<file path="src/shared/cbc4_consts.svh">
// constants of the cascadable four-bit counter stage
// assumes inclusion by bare name from package and design files
// Notes on behaviour
// - enabled edge adds one, fifteen wraps to zero
// - carry is trickle gate AND all bits
// - from 1110 next count sets bit A, carry rises
// - wrap drops carry, next stage counts same edge
// - low clear zeroes state on next edge
// - low load copies presets, inhibits counting
// - count only with both gates high
// - all bits change together on rising edge
`ifndef CBC4_CONSTS_SVH
`define CBC4_CONSTS_SVH

// counter geometry
`define CBC4_CNT_W          4
`define CBC4_COUNT_ZERO     4'h0
`define CBC4_COUNT_ONE      4'h1
`define CBC4_COUNT_MAX      4'hf
`define CBC4_COUNT_ARM      4'he

// apb register byte offsets
`define CBC4_ADDR_W         12
`define CBC4_OFS_CTRL       12'h000
`define CBC4_OFS_PRESET     12'h004
`define CBC4_OFS_STATUS     12'h008

// control register fields
`define CBC4_CTRL_GATE_BIT  0
`define CBC4_CTRL_CLR_BIT   1
`define CBC4_CTRL_LD_BIT    2
`define CBC4_CTRL_GATE_RST  1'h1

// preset register reset value
`define CBC4_PRESET_RST     4'h0

// status register fields above the count in bits 3:0
`define CBC4_STAT_CARRY_BIT 4
`define CBC4_STAT_TGATE_BIT 5
`define CBC4_STAT_PGATE_BIT 6

`endif

</file>
<file path="src/shared/cbc4_pkg.sv">
// types of the cascadable four-bit counter stage
// assumes cbc4_consts.svh on the include path
`include "cbc4_consts.svh"

package cbc4_pkg;

    // one counter state word
    typedef logic [`CBC4_CNT_W-1:0] cbc4_count_t;

    // decoded apb register select
    typedef enum logic [1:0] {
        CBC4_SEL_CTRL   = 2'b00,
        CBC4_SEL_PRESET = 2'b01,
        CBC4_SEL_STATUS = 2'b10,
        CBC4_SEL_NONE   = 2'b11
    } cbc4_sel_t;

endpackage

</file>
<file path="src/design/cbc4_counter.sv">
// cascadable four-bit synchronous counter stage with apb control
// assumes pin qualifiers come from logic on CLK_I, so no synchronisers
`timescale 1ns/1ps
`default_nettype none
`include "cbc4_consts.svh"

module cbc4_counter (
    // clock and reset
    input  wire logic                    CLK_I,
    input  wire logic                    RESET_N_I,
    // apb slave
    input  wire logic                    PSEL_I,
    input  wire logic                    PENABLE_I,
    input  wire logic                    PWRITE_I,
    input  wire logic [`CBC4_ADDR_W-1:0] PADDR_I,
    input  wire logic [31:0]             PWDATA_I,
    input  wire logic [3:0]              PSTRB_I,
    output logic      [31:0]             PRDATA_O,
    output logic                         PREADY_O,
    output logic                         PSLVERR_O,
    // counter pins
    input  wire logic                    SYNC_CLEAR_N_I,
    input  wire logic                    LOAD_N_I,
    input  wire logic [`CBC4_CNT_W-1:0]  PRESET_I,
    input  wire logic                    PARALLEL_COUNT_GATE_I,
    input  wire logic                    TRICKLE_COUNT_GATE_I,
    output logic      [`CBC4_CNT_W-1:0]  COUNT_O,
    output logic                         CARRY_OUT_O
);

    // apb phase and decode
    logic                 apb_setup;
    logic                 apb_done;
    logic                 wr_fire;
    logic                 wr_lane0;
    cbc4_pkg::cbc4_sel_t  sel;

    // apb answer registers
    logic                 pready_reg;
    logic                 pslverr_reg;
    logic [31:0]          prdata_reg;
    logic [31:0]          rdata_next;

    // software control
    logic                 gate_en_reg;
    logic                 sw_clear_reg;
    logic                 sw_load_reg;
    cbc4_pkg::cbc4_count_t preset_reg;

    // merged qualifiers and state
    logic                 eff_clear;
    logic                 eff_load;
    logic                 eff_count;
    cbc4_pkg::cbc4_count_t load_value;
    cbc4_pkg::cbc4_count_t state;
    logic                 all_ones;

    // setup phase opens a transfer, pready marks its only access cycle
    assign apb_setup = PSEL_I & ~PENABLE_I;
    assign apb_done  = PSEL_I & PENABLE_I & pready_reg;
    assign wr_fire   = apb_done & PWRITE_I;
    assign wr_lane0  = wr_fire & PSTRB_I[0];

    // address decode on the full byte address
    always_comb begin
        case (PADDR_I)
            `CBC4_OFS_CTRL:   sel = cbc4_pkg::CBC4_SEL_CTRL;
            `CBC4_OFS_PRESET: sel = cbc4_pkg::CBC4_SEL_PRESET;
            `CBC4_OFS_STATUS: sel = cbc4_pkg::CBC4_SEL_STATUS;
            default:          sel = cbc4_pkg::CBC4_SEL_NONE;
        endcase
    end

    // read mux; strobe bits of control always read zero
    always_comb begin
        rdata_next = 32'h0000_0000;
        case (sel)
            cbc4_pkg::CBC4_SEL_CTRL: begin
                rdata_next[`CBC4_CTRL_GATE_BIT] = gate_en_reg;
            end
            cbc4_pkg::CBC4_SEL_PRESET: begin
                rdata_next[`CBC4_CNT_W-1:0] = preset_reg;
            end
            cbc4_pkg::CBC4_SEL_STATUS: begin
                rdata_next[`CBC4_CNT_W-1:0]      = state;
                rdata_next[`CBC4_STAT_CARRY_BIT] = CARRY_OUT_O;
                rdata_next[`CBC4_STAT_TGATE_BIT] = TRICKLE_COUNT_GATE_I;
                rdata_next[`CBC4_STAT_PGATE_BIT] = PARALLEL_COUNT_GATE_I;
            end
            default: begin
                rdata_next = 32'h0000_0000;
            end
        endcase
    end

    // fixed one access cycle; pready drops right after
    always_ff @(posedge CLK_I) begin
        if (!RESET_N_I) begin
            pready_reg <= 1'b0;
        end else begin
            pready_reg <= apb_setup;
        end
    end

    // error answer for any address outside the map
    always_ff @(posedge CLK_I) begin
        if (!RESET_N_I) begin
            pslverr_reg <= 1'b0;
        end else begin
            pslverr_reg <= apb_setup & (sel == cbc4_pkg::CBC4_SEL_NONE);
        end
    end

    // read data snapshot at setup, one edge ahead of completion
    always_ff @(posedge CLK_I) begin
        if (!RESET_N_I) begin
            prdata_reg <= 32'h0000_0000;
        end else if (apb_setup) begin
            prdata_reg <= PWRITE_I ? 32'h0000_0000 : rdata_next;
        end
    end

    // software count gate, high after reset so pins alone decide
    always_ff @(posedge CLK_I) begin
        if (!RESET_N_I) begin
            gate_en_reg <= `CBC4_CTRL_GATE_RST;
        end else if (wr_lane0 && sel == cbc4_pkg::CBC4_SEL_CTRL) begin
            gate_en_reg <= PWDATA_I[`CBC4_CTRL_GATE_BIT];
        end
    end

    // write-one strobes, live for exactly one cycle
    always_ff @(posedge CLK_I) begin
        if (!RESET_N_I) begin
            sw_clear_reg <= 1'b0;
            sw_load_reg  <= 1'b0;
        end else begin
            sw_clear_reg <= wr_lane0 && sel == cbc4_pkg::CBC4_SEL_CTRL
                            && PWDATA_I[`CBC4_CTRL_CLR_BIT];
            sw_load_reg  <= wr_lane0 && sel == cbc4_pkg::CBC4_SEL_CTRL
                            && PWDATA_I[`CBC4_CTRL_LD_BIT];
        end
    end

    // software preset value for the strobe load
    always_ff @(posedge CLK_I) begin
        if (!RESET_N_I) begin
            preset_reg <= `CBC4_PRESET_RST;
        end else if (wr_lane0 && sel == cbc4_pkg::CBC4_SEL_PRESET) begin
            preset_reg <= PWDATA_I[`CBC4_CNT_W-1:0];
        end
    end

    // pin and software sources merged; pin preset wins a joint load
    assign eff_clear  = ~SYNC_CLEAR_N_I | sw_clear_reg;
    assign eff_load   = ~LOAD_N_I | sw_load_reg;
    assign load_value = ~LOAD_N_I ? PRESET_I : preset_reg;
    assign eff_count  = PARALLEL_COUNT_GATE_I & TRICKLE_COUNT_GATE_I
                        & gate_en_reg;

    // state flip-flops and look-ahead
    cbc4_stage_core #(
        .WIDTH      (`CBC4_CNT_W)
    ) u_core (
        .clk_i      (CLK_I),
        .rst_n_i    (RESET_N_I),
        .clear_i    (eff_clear),
        .load_i     (eff_load),
        .count_i    (eff_count),
        .preset_i   (load_value),
        .state_o    (state),
        .all_ones_o (all_ones)
    );

    // carry stays combinational so the next stage counts on the same edge;
    // glitches follow trickle gate timing, harmless only on a trickle input
    assign CARRY_OUT_O = TRICKLE_COUNT_GATE_I & all_ones;

    // outputs straight from flip-flops
    assign COUNT_O   = state;
    assign PRDATA_O  = prdata_reg;
    assign PREADY_O  = pready_reg;
    assign PSLVERR_O = pslverr_reg;

    // checks on the count path
    AST_COUNT_STEP: assert property (
        @(posedge CLK_I) disable iff (!RESET_N_I)
        eff_count && !eff_clear && !eff_load
        |=> state == 4'($past(state) + `CBC4_COUNT_ONE))
        else $error("count did not advance by one");

    AST_CARRY_PRODUCT: assert property (
        @(posedge CLK_I) disable iff (!RESET_N_I)
        CARRY_OUT_O == (TRICKLE_COUNT_GATE_I && COUNT_O == `CBC4_COUNT_MAX))
        else $error("carry differs from gate and full count");

    AST_ARM_CARRY: assert property (
        @(posedge CLK_I) disable iff (!RESET_N_I)
        state == `CBC4_COUNT_ARM && eff_count && !eff_clear && !eff_load
        |=> state == `CBC4_COUNT_MAX && CARRY_OUT_O == TRICKLE_COUNT_GATE_I)
        else $error("carry did not arm from 1110");

    AST_WRAP_DROP: assert property (
        @(posedge CLK_I) disable iff (!RESET_N_I)
        CARRY_OUT_O && eff_count && !eff_clear && !eff_load
        |=> state == `CBC4_COUNT_ZERO && !CARRY_OUT_O)
        else $error("wrap did not clear the carry");

    AST_CLEAR_ZERO: assert property (
        @(posedge CLK_I) disable iff (!RESET_N_I)
        !SYNC_CLEAR_N_I |=> COUNT_O == `CBC4_COUNT_ZERO)
        else $error("clear pin did not zero the state");

    AST_LOAD_COPY: assert property (
        @(posedge CLK_I) disable iff (!RESET_N_I)
        SYNC_CLEAR_N_I && !sw_clear_reg && !LOAD_N_I
        |=> COUNT_O == $past(PRESET_I))
        else $error("load pin did not copy presets");

    AST_HOLD: assert property (
        @(posedge CLK_I) disable iff (!RESET_N_I)
        !eff_clear && !eff_load
        && !(PARALLEL_COUNT_GATE_I && TRICKLE_COUNT_GATE_I)
        |=> $stable(COUNT_O))
        else $error("state moved with a gate low");

    AST_CHANGE_CAUSE: assert property (
        @(posedge CLK_I) disable iff (!RESET_N_I)
        $changed(COUNT_O)
        |-> $past(eff_clear) || $past(eff_load) || $past(eff_count))
        else $error("state changed without a cause");

    AST_CLEAR_WINS: assert property (
        @(posedge CLK_I) disable iff (!RESET_N_I)
        eff_clear && eff_load |=> state == `CBC4_COUNT_ZERO)
        else $error("load beat clear");

    // checks on the bus side
    AST_PREADY_ONE: assert property (
        @(posedge CLK_I) disable iff (!RESET_N_I)
        apb_setup |=> PREADY_O ##1 !PREADY_O)
        else $error("pready not a single cycle after setup");

    AST_SW_CLEAR: assert property (
        @(posedge CLK_I) disable iff (!RESET_N_I)
        wr_lane0 && sel == cbc4_pkg::CBC4_SEL_CTRL
        && PWDATA_I[`CBC4_CTRL_CLR_BIT]
        |=> ##1 COUNT_O == `CBC4_COUNT_ZERO)
        else $error("software clear did not zero the state");

    AST_UNMAPPED_ERR: assert property (
        @(posedge CLK_I) disable iff (!RESET_N_I)
        apb_setup && sel == cbc4_pkg::CBC4_SEL_NONE
        |=> PSLVERR_O && PRDATA_O == 32'h0000_0000)
        else $error("unmapped address not answered with error");

endmodule

`default_nettype wire

</file>
<file path="src/design/cbc4_stage_core.sv">
// state flip-flops of one counter stage with per-bit look-ahead toggle
// assumes clear, load and count qualifiers already merged by the parent
`timescale 1ns/1ps
`default_nettype none
`include "cbc4_consts.svh"

module cbc4_stage_core #(
    parameter int unsigned WIDTH = `CBC4_CNT_W
) (
    // clock and reset
    input  wire logic             clk_i,
    input  wire logic             rst_n_i,
    // mode qualifiers
    input  wire logic             clear_i,
    input  wire logic             load_i,
    input  wire logic             count_i,
    input  wire logic [WIDTH-1:0] preset_i,
    // state
    output logic      [WIDTH-1:0] state_o,
    output logic                  all_ones_o
);

    logic [WIDTH:0]   look_ahead;
    logic [WIDTH-1:0] state_reg;
    logic [WIDTH-1:0] state_next;

    // bit i toggles when counting and every lower bit is one
    assign look_ahead[0] = count_i;

    // per-bit toggle; clear before load before count
    generate
        for (genvar i = 0; i < WIDTH; i++) begin : g_bit
            assign look_ahead[i+1] = look_ahead[i] & state_reg[i];
            assign state_next[i]   = clear_i ? 1'b0 :
                                     load_i  ? preset_i[i] :
                                     state_reg[i] ^ look_ahead[i];
        end
    endgenerate

    // whole word updates on one edge, so no counting spikes
    always_ff @(posedge clk_i) begin
        if (!rst_n_i) begin
            state_reg <= '0;
        end else begin
            state_reg <= state_next;
        end
    end

    assign state_o    = state_reg;
    assign all_ones_o = &state_reg;

endmodule

`default_nettype wire

</file>
<file path="config.mk">
export PLATFORM = sky130hd
export DESIGN_NAME = cbc4_counter
export DESIGN_NICKNAME = d
export VERILOG_FILES = /design/src/shared/cbc4_pkg.sv /design/src/design/cbc4_counter.sv /design/src/design/cbc4_stage_core.sv
export VERILOG_INCLUDE_DIRS = /design/src /design/src/shared
export SDC_FILE = /design/constraint.sdc
export NUM_CORES = 1
export LEC_CHECK = 0
export BUFFER_PORTS_ARGS = -buffer_cell sky130_fd_sc_hd__buf_2
export CORE_MARGIN = 2
export CORE_UTILIZATION = 25
export DETAILED_ROUTE_END_ITERATION = 16
export HOLD_SLACK_MARGIN = 0.12
export MAX_ROUTING_LAYER = met4
export SKIP_CTS_REPAIR_TIMING = 1
export SYNTH_ARGS = -nofsm -noshare
export SYNTH_HDL_FRONTEND = slang
export SYNTH_SLANG_ARGS = --single-unit
</file>
<file path="constraint.sdc">
create_clock -name CLK_I -period 2.4 [get_ports CLK_I]
set_input_delay 0.12 -clock CLK_I [delete_from_list [all_inputs] [get_ports CLK_I]]
set_output_delay 0.12 -clock CLK_I [all_outputs]
set_load 0.1 [all_outputs]
</file>
==> run metrics, run 1 <==
status=finished clean; Residual DRC=0; setup TNS=0 ns; PD cells=573 mW/mm2; # H-tree levels=1; Layout Utilization=0.317; clk_lat worst skew=0.26 ns; CTS Buf Count=3; WHS Path Cells=3; global-route wire length before repair=3.97 mm; first drt pass iteration count=4; fin crit share=0.777; Layout fillers=537; Critical Path RT=2.55 ns; vias in the first global route=between 900 and 1000; CP Capture Type=flip-flop; Layout Nets=around 250; drt first-iter violations=24; CP Max Fanout=6; root buffer cell=clkbuf_8; Post-Synthesis Cells=134; skew final=0.00199 ns; routed vias=972; synthesized flop and latch total=20; Worst path max stage delay=0.33 ns; Total GRT Usage=0.0973; Slew Viols, Final=0; Leak=0.708 nW; largest net degree at the start of global routing=18; RSZ-0062 raised after global routing=no; core area=0.00475 mm2; flop2flop setup slack=roughly 0.89 ns; fmax=between 500 and 600 MHz; Setup CP Type=input pin to flip-flop; Starting Density=0.262; Die W=74.5 um; I/O pins=100; Synth Cell Area=0.00124 mm2; initial antenna violation count=0; WL/cell=10.3 um; Top delay family on crit path=simple AND/OR/NAND/NOR gates; crit path buf inv count=2; count of cell types in the netlist=31; most common cell after layout, fill and taps aside=buf_2; R2R depth=8; slowest CP cell=a221o_1; Core Rows=25; final WL=2.53 mm; clk sinks=20; drt via density=3.97; Avg Cell Area, Syn=around 9.3 um2; final worst path period need=1.86 ns; grt total ovfl=0; final-report setup violation count=0; cells along the critical path=buf_2, nor4_4, nand3_1, nor3b_1, inv_1, ha_1, a221o_1, o221ai_1, nand2_1; maximum vdd ir drop=about 0.32 mV; antenna viol nets, final=0; Die Y=around 75 um; maxcap violations=0; sequential share of the synthesized area=0.322; Crit. path cell count=9; Fin. Hold Viols=0; most frequent cells in the layout=buf_2, conb_1, dfxtp_1; Ys Warns=0; GP Congestion=0.785; CTS tree=done; Largest register FFs=7; ant diodes=0; area grow syn2layout=21.2%; startpoint types=input pin; Worst Hold Class=input pin to flip-flop; Die ar.=~0.0056 mm2; layout cells sized above 1=0.298; Arr. time, crit path=about 2 ns; port bufs=43; clock buffer depth=2; DP HPWL=roughly 2.1 mm; Worst-path clk slew=0.07 ns
==> metrics by stage <==
step	hold slack (ns)	setup slack, ns	instance area, um2	total power [mW]	cells
6_report	0.0972	0.536	1510	0.864	245
2_1_floorplan	0.248	0.0437	1340	0.605	158
5_1_grt	0.121	0.340	1510	0.899	245
3_5_place_dp	0.365	0.230	1430	0.616	239
4_1_cts	0.0917	0.506	1490	0.871	243
3_3_place_gp	0.362	0.257	1430	0.615	239
==> worst min-delay path, cell delays in order <==
cell	delay [ns]
buf_2	0.08
mux2i_1	0.05
nor2_1	0.07
==> routing by layer <==
metal | track usage | vias up | part of all wire
li1 | - | 504 | -
met1 | 0.118 | 425 | 0.44
met2 | 0.144 | 36 | 0.46
met3 | 0.0366 | 7 | 0.082
met4 | 0.0417 | 0 | 0.020
met5 | - | - | 0
==> kinds of logic (layout without fill, tap and decap cells) <==
| kind of cell | count (synthesis) | count (layout) | share of synthesized area |
|---|---|---|---|
| adder cells (fa/ha/maj) | 6 | 6 | 0.0604 |
| XOR/XNOR | 2 | 2 | 0.0141 |
| flip-flops | 20 | 20 | 0.322 |
| AND/OR/NAND/NOR | 46 | 46 | 0.234 |
| buffers and inverters | 32 | 52 | 0.172 |
| multiplexers | 9 | 9 | 0.0724 |
| AO/OA/AOI/OAI | 18 | 18 | 0.122 |
| other | 1 | 25 | 0.00302 |
==> synthesized netlist by cell type <==
master / count / area [um2]
a22o_1: 3 / 26.3
a22oi_1: 6 / 45.0
a221o_1: 1 / 10.0
mux2i_1: 9 / 90.1
ha_1: 6 / 75.1
dfxtp_1: 20 / 400
and4_4: 1 / 11.3
a211oi_1: 3 / 22.5
nand3_1: 4 / 20.0
nor3b_1: 1 / 7.51
a41oi_1: 1 / 8.76
nor2_1: 8 / 30.0
o21ba_4: 1 / 16.3
buf_4: 25 / 188
nand2_1: 6 / 22.5
and2_1: 1 / 6.26
a221oi_1: 1 / 8.76
clkbuf_1: 4 / 15.0
conb_1: 1 / 3.75
inv_1: 3 / 11.3
nand3b_1: 2 / 15.0
nor4_4: 2 / 42.5
nor2b_1: 12 / 75.1
and3_1: 3 / 18.8
o221ai_1: 1 / 8.76
xnor2_1: 2 / 17.5
nor3b_2: 1 / 12.5
nand2b_1: 1 / 6.26
o21ai_0: 1 / 5.00
nor3_1: 3 / 15.0
and4_1: 1 / 8.76
==> where the power goes <==
| group | total (mW) | internal [mW] | switching, mW |
|---|---|---|---|
| clock | 0.254 | 0.146 | 0.108 |
| combinational | 0.270 | 0.0364 | 0.234 |
| sequential | 0.340 | 0.336 | 0.00371 |
| total | 0.864 | 0.518 | 0.346 |
==> path summary, 6_finish.rpt <==
kind | startpoint | to
worst max-delay path | PADDR_I[5] | PRDATA_O[0]
worst min-delay path | PRESET_I[3] | u_core.state_o[3]
worst max register to register | gate_en_reg | u_core.state_o[3]
worst min register to register | PRDATA_O[0] | PRDATA_O[0]
==> layout make-up <==
class	instances	area, um2	share of cell area
repair buffers	45	235	0.156
well taps	67	83.8	0.0556
clock buffers	4	55.1	0.0365
multi-input cells	106	722	0.479
inverters	3	11.3	0.00747
flip-flops and latches	20	400	0.266
(Power assumes the default switching activity.)
==> run 2: changes to the inputs <==
==> constraint.sdc (replaced) <==
create_clock -name CLK_I -period 1.58 [get_ports CLK_I]
set_input_delay 0.079 -clock CLK_I [delete_from_list [all_inputs] [get_ports CLK_I]]
set_output_delay 0.079 -clock CLK_I [all_outputs]
set_load 0.1 [all_outputs]
==> run 2 against run 1 <==
  * Critical endpoint unchanged
  * Register-to-register slack worse by 0.78 ns
  * Via count increased by 9.3%
  * Sequential cell count unchanged
  * Core utilization increased by 5.4 points
  * Design area increased by 17%
  * Sequential share of layout area shrank 3.3 points
  * Routed wire length increased by 8.0%
  * Critical path depth is the same
==> run metrics, run 2 (synthesized netlist as in run 1, its figures left out) <==
status=finished clean; Post-DP Area=0.00152 mm2 (+6.2%); area grow syn2layout=42.1%; Worst path max stage delay=0.32 ns (about the same); Starting Density=0.262 (unchanged); CTS Buf Count=3 (unchanged); Multi-input gate area=825 um2 (+14%); Arr. time, crit path=1.68 ns (-0.33 ns); Layout Nets=261 (+6.1%); maximum vdd ir drop=0.373 mV (+16%); startpoint types=input pin; Setup CP Type=input pin to flip-flop; Die ar.=0.00555 mm2 (unchanged); NetSw=536 uW (+55%); Layout fillers=495 (-7.8%); Critical Path RT=1.73 ns (-0.82 ns); cells along the critical path=buf_2, nor4_4, nand3_2, nor3b_2, inv_1, ha_4, a221o_1, o221ai_2, nand2_1; Fin. Hold Viols=0 (unchanged); # H-tree levels=1 (unchanged); grt total ovfl=0 (unchanged); first drt pass iteration count=4 (unchanged); most frequent cells in the layout=buf_2, conb_1, dfxtp_1; Worst Hold Class=input pin to flip-flop; slowest CP cell=a221o_1; CTS tree=done; ant diodes=0 (unchanged); Largest register FFs=7 (unchanged); CP Capture Type=flip-flop; Slew Viols, Final=0 (unchanged); core area=0.00475 mm2 (unchanged); Residual DRC=0 (unchanged); Storage cell area=410 um2 (+2.5%); maxcap violations=0 (unchanged); final-report setup violation count=0 (unchanged); CP Max Fanout=6 (unchanged); drt via density=4.08 (+3.0%); antenna viol nets, final=0 (unchanged); root buffer cell=clkbuf_8; largest net degree at the start of global routing=18 (unchanged); Clk pwr share=0.287 (-0.007); clk_lat worst skew=0.26 ns (about the same); clk sinks=20 (unchanged); Core Rows=25 (unchanged); crit path buf inv count=2 (unchanged); Total GRT Usage=0.102 (+0.00448); WL/cell=10.5 um (+1.8%); skew final=0.00204 ns (+0.0000462 ns); DP HPWL=2.20 mm (+2.7%); vias in the first global route=963 (+6.8%); clock buffer depth=2 (unchanged); Worst-path clk slew=0.07 ns (about the same); total power=1.35 mW (+56%); Leak=0.786 nW (+11%); most common cell after layout, fill and taps aside=buf_2; port bufs=43 (unchanged); fin crit share=0.968; drt first-iter violations=41 (+71%); Comb pwr share=0.327 (+0.014); Sequential Power Share=0.386 (-0.007); Die W=74.5 um (unchanged); layout cells sized above 1=0.420 (+0.122); PD cells=762 mW/mm2 (+33%); fmax=654 MHz; Cell Int Power=810 uW (+56%); global-route wire length before repair=4.21 mm (+5.9%); Sw Ratio=0.398 (-0.00176); GP Congestion=0.845 (+7.7%); initial antenna violation count=0 (unchanged); design area=0.00177 mm2 (+17%); RSZ-0062 raised after global routing=yes; Die Y=74.5 um (unchanged); Top delay family on crit path=simple AND/OR/NAND/NOR gates; routed vias=1062 (+9.3%); final worst path period need=approximately 1.5 ns; final WL=2.73 mm (+8.0%); I/O pins=100 (unchanged)
-- run 2: routing by layer --
layer	GRT usage	routed length (um)
met5	-	0
met2	0.161	1300
met4	0.0238	24
met3	0.0339	168
met1	0.126	1230
-- run 2: final timing paths --
| path | start | end | slack, ns | depth (start not counted) |
|---|---|---|---|---|
| worst max-delay path | PADDR_I[10] | PRDATA_O[0] | 0.05 | 9 |
| worst min-delay path | PRESET_I[1] | u_core.state_o[1] | 0.11 | 3 |
| worst max register to register | gate_en_reg | u_core.state_o[3] | 0.11 | 8 |
| worst min register to register | PRDATA_O[0] | PRDATA_O[0] | 0.46 | 2 |
-- run 2: worst reg2reg max path, delay by kind of cell, from the launching register on --
kind                       cells  cell delay (ns)
AOI/OAI and AO/OA              1             0.09
DFF                            1             0.33
xor gates and xnor gates       1             0.14
adders and majority gates      3             0.46
muxes                          1             0.14
and+or+nand+nor                2             0.21
-- run 2: power by group through the flow --
stage / Clock [mW] / Combinational, mW / Sequential (mW)
2_1_floorplan: 0 / 0.347 / 0.574
3_5_place_dp: 0 / 0.413 / 0.529
3_3_place_gp: 0 / 0.412 / 0.529
4_1_cts: 0.400 / 0.413 / 0.517
6_report: 0.386 / 0.441 / 0.519
5_1_grt: 0.423 / 0.463 / 0.520
-- run 2: cell type report --
type / instances / share of cell area
multi-input combinational: 106 / 0.467
sequential: 20 / 0.232
timing repair buffer: 60 / 0.216
tap: 67 / 0.0475
clock buffer: 4 / 0.0312
inverter: 3 / 0.00637
-- run 2: metrics by stage --
step | setup WS [ns] | hold WS (ns) | setup TNS (ns) | instances | util
6_report | 0.0505 | 0.107 | 0 | 260 | 0.372
3_5_place_dp | -0.284 | 0.329 | -2.60 | 246 | 0.320
3_3_place_gp | -0.252 | 0.314 | -2.15 | 246 | 0.320
5_1_grt | -0.0675 | 0.126 | -0.342 | 260 | 0.372
4_1_cts | -0.0103 | 0.0581 | -0.0233 | 250 | 0.332
2_1_floorplan | -0.130 | 0.207 | -0.181 | 158 | -
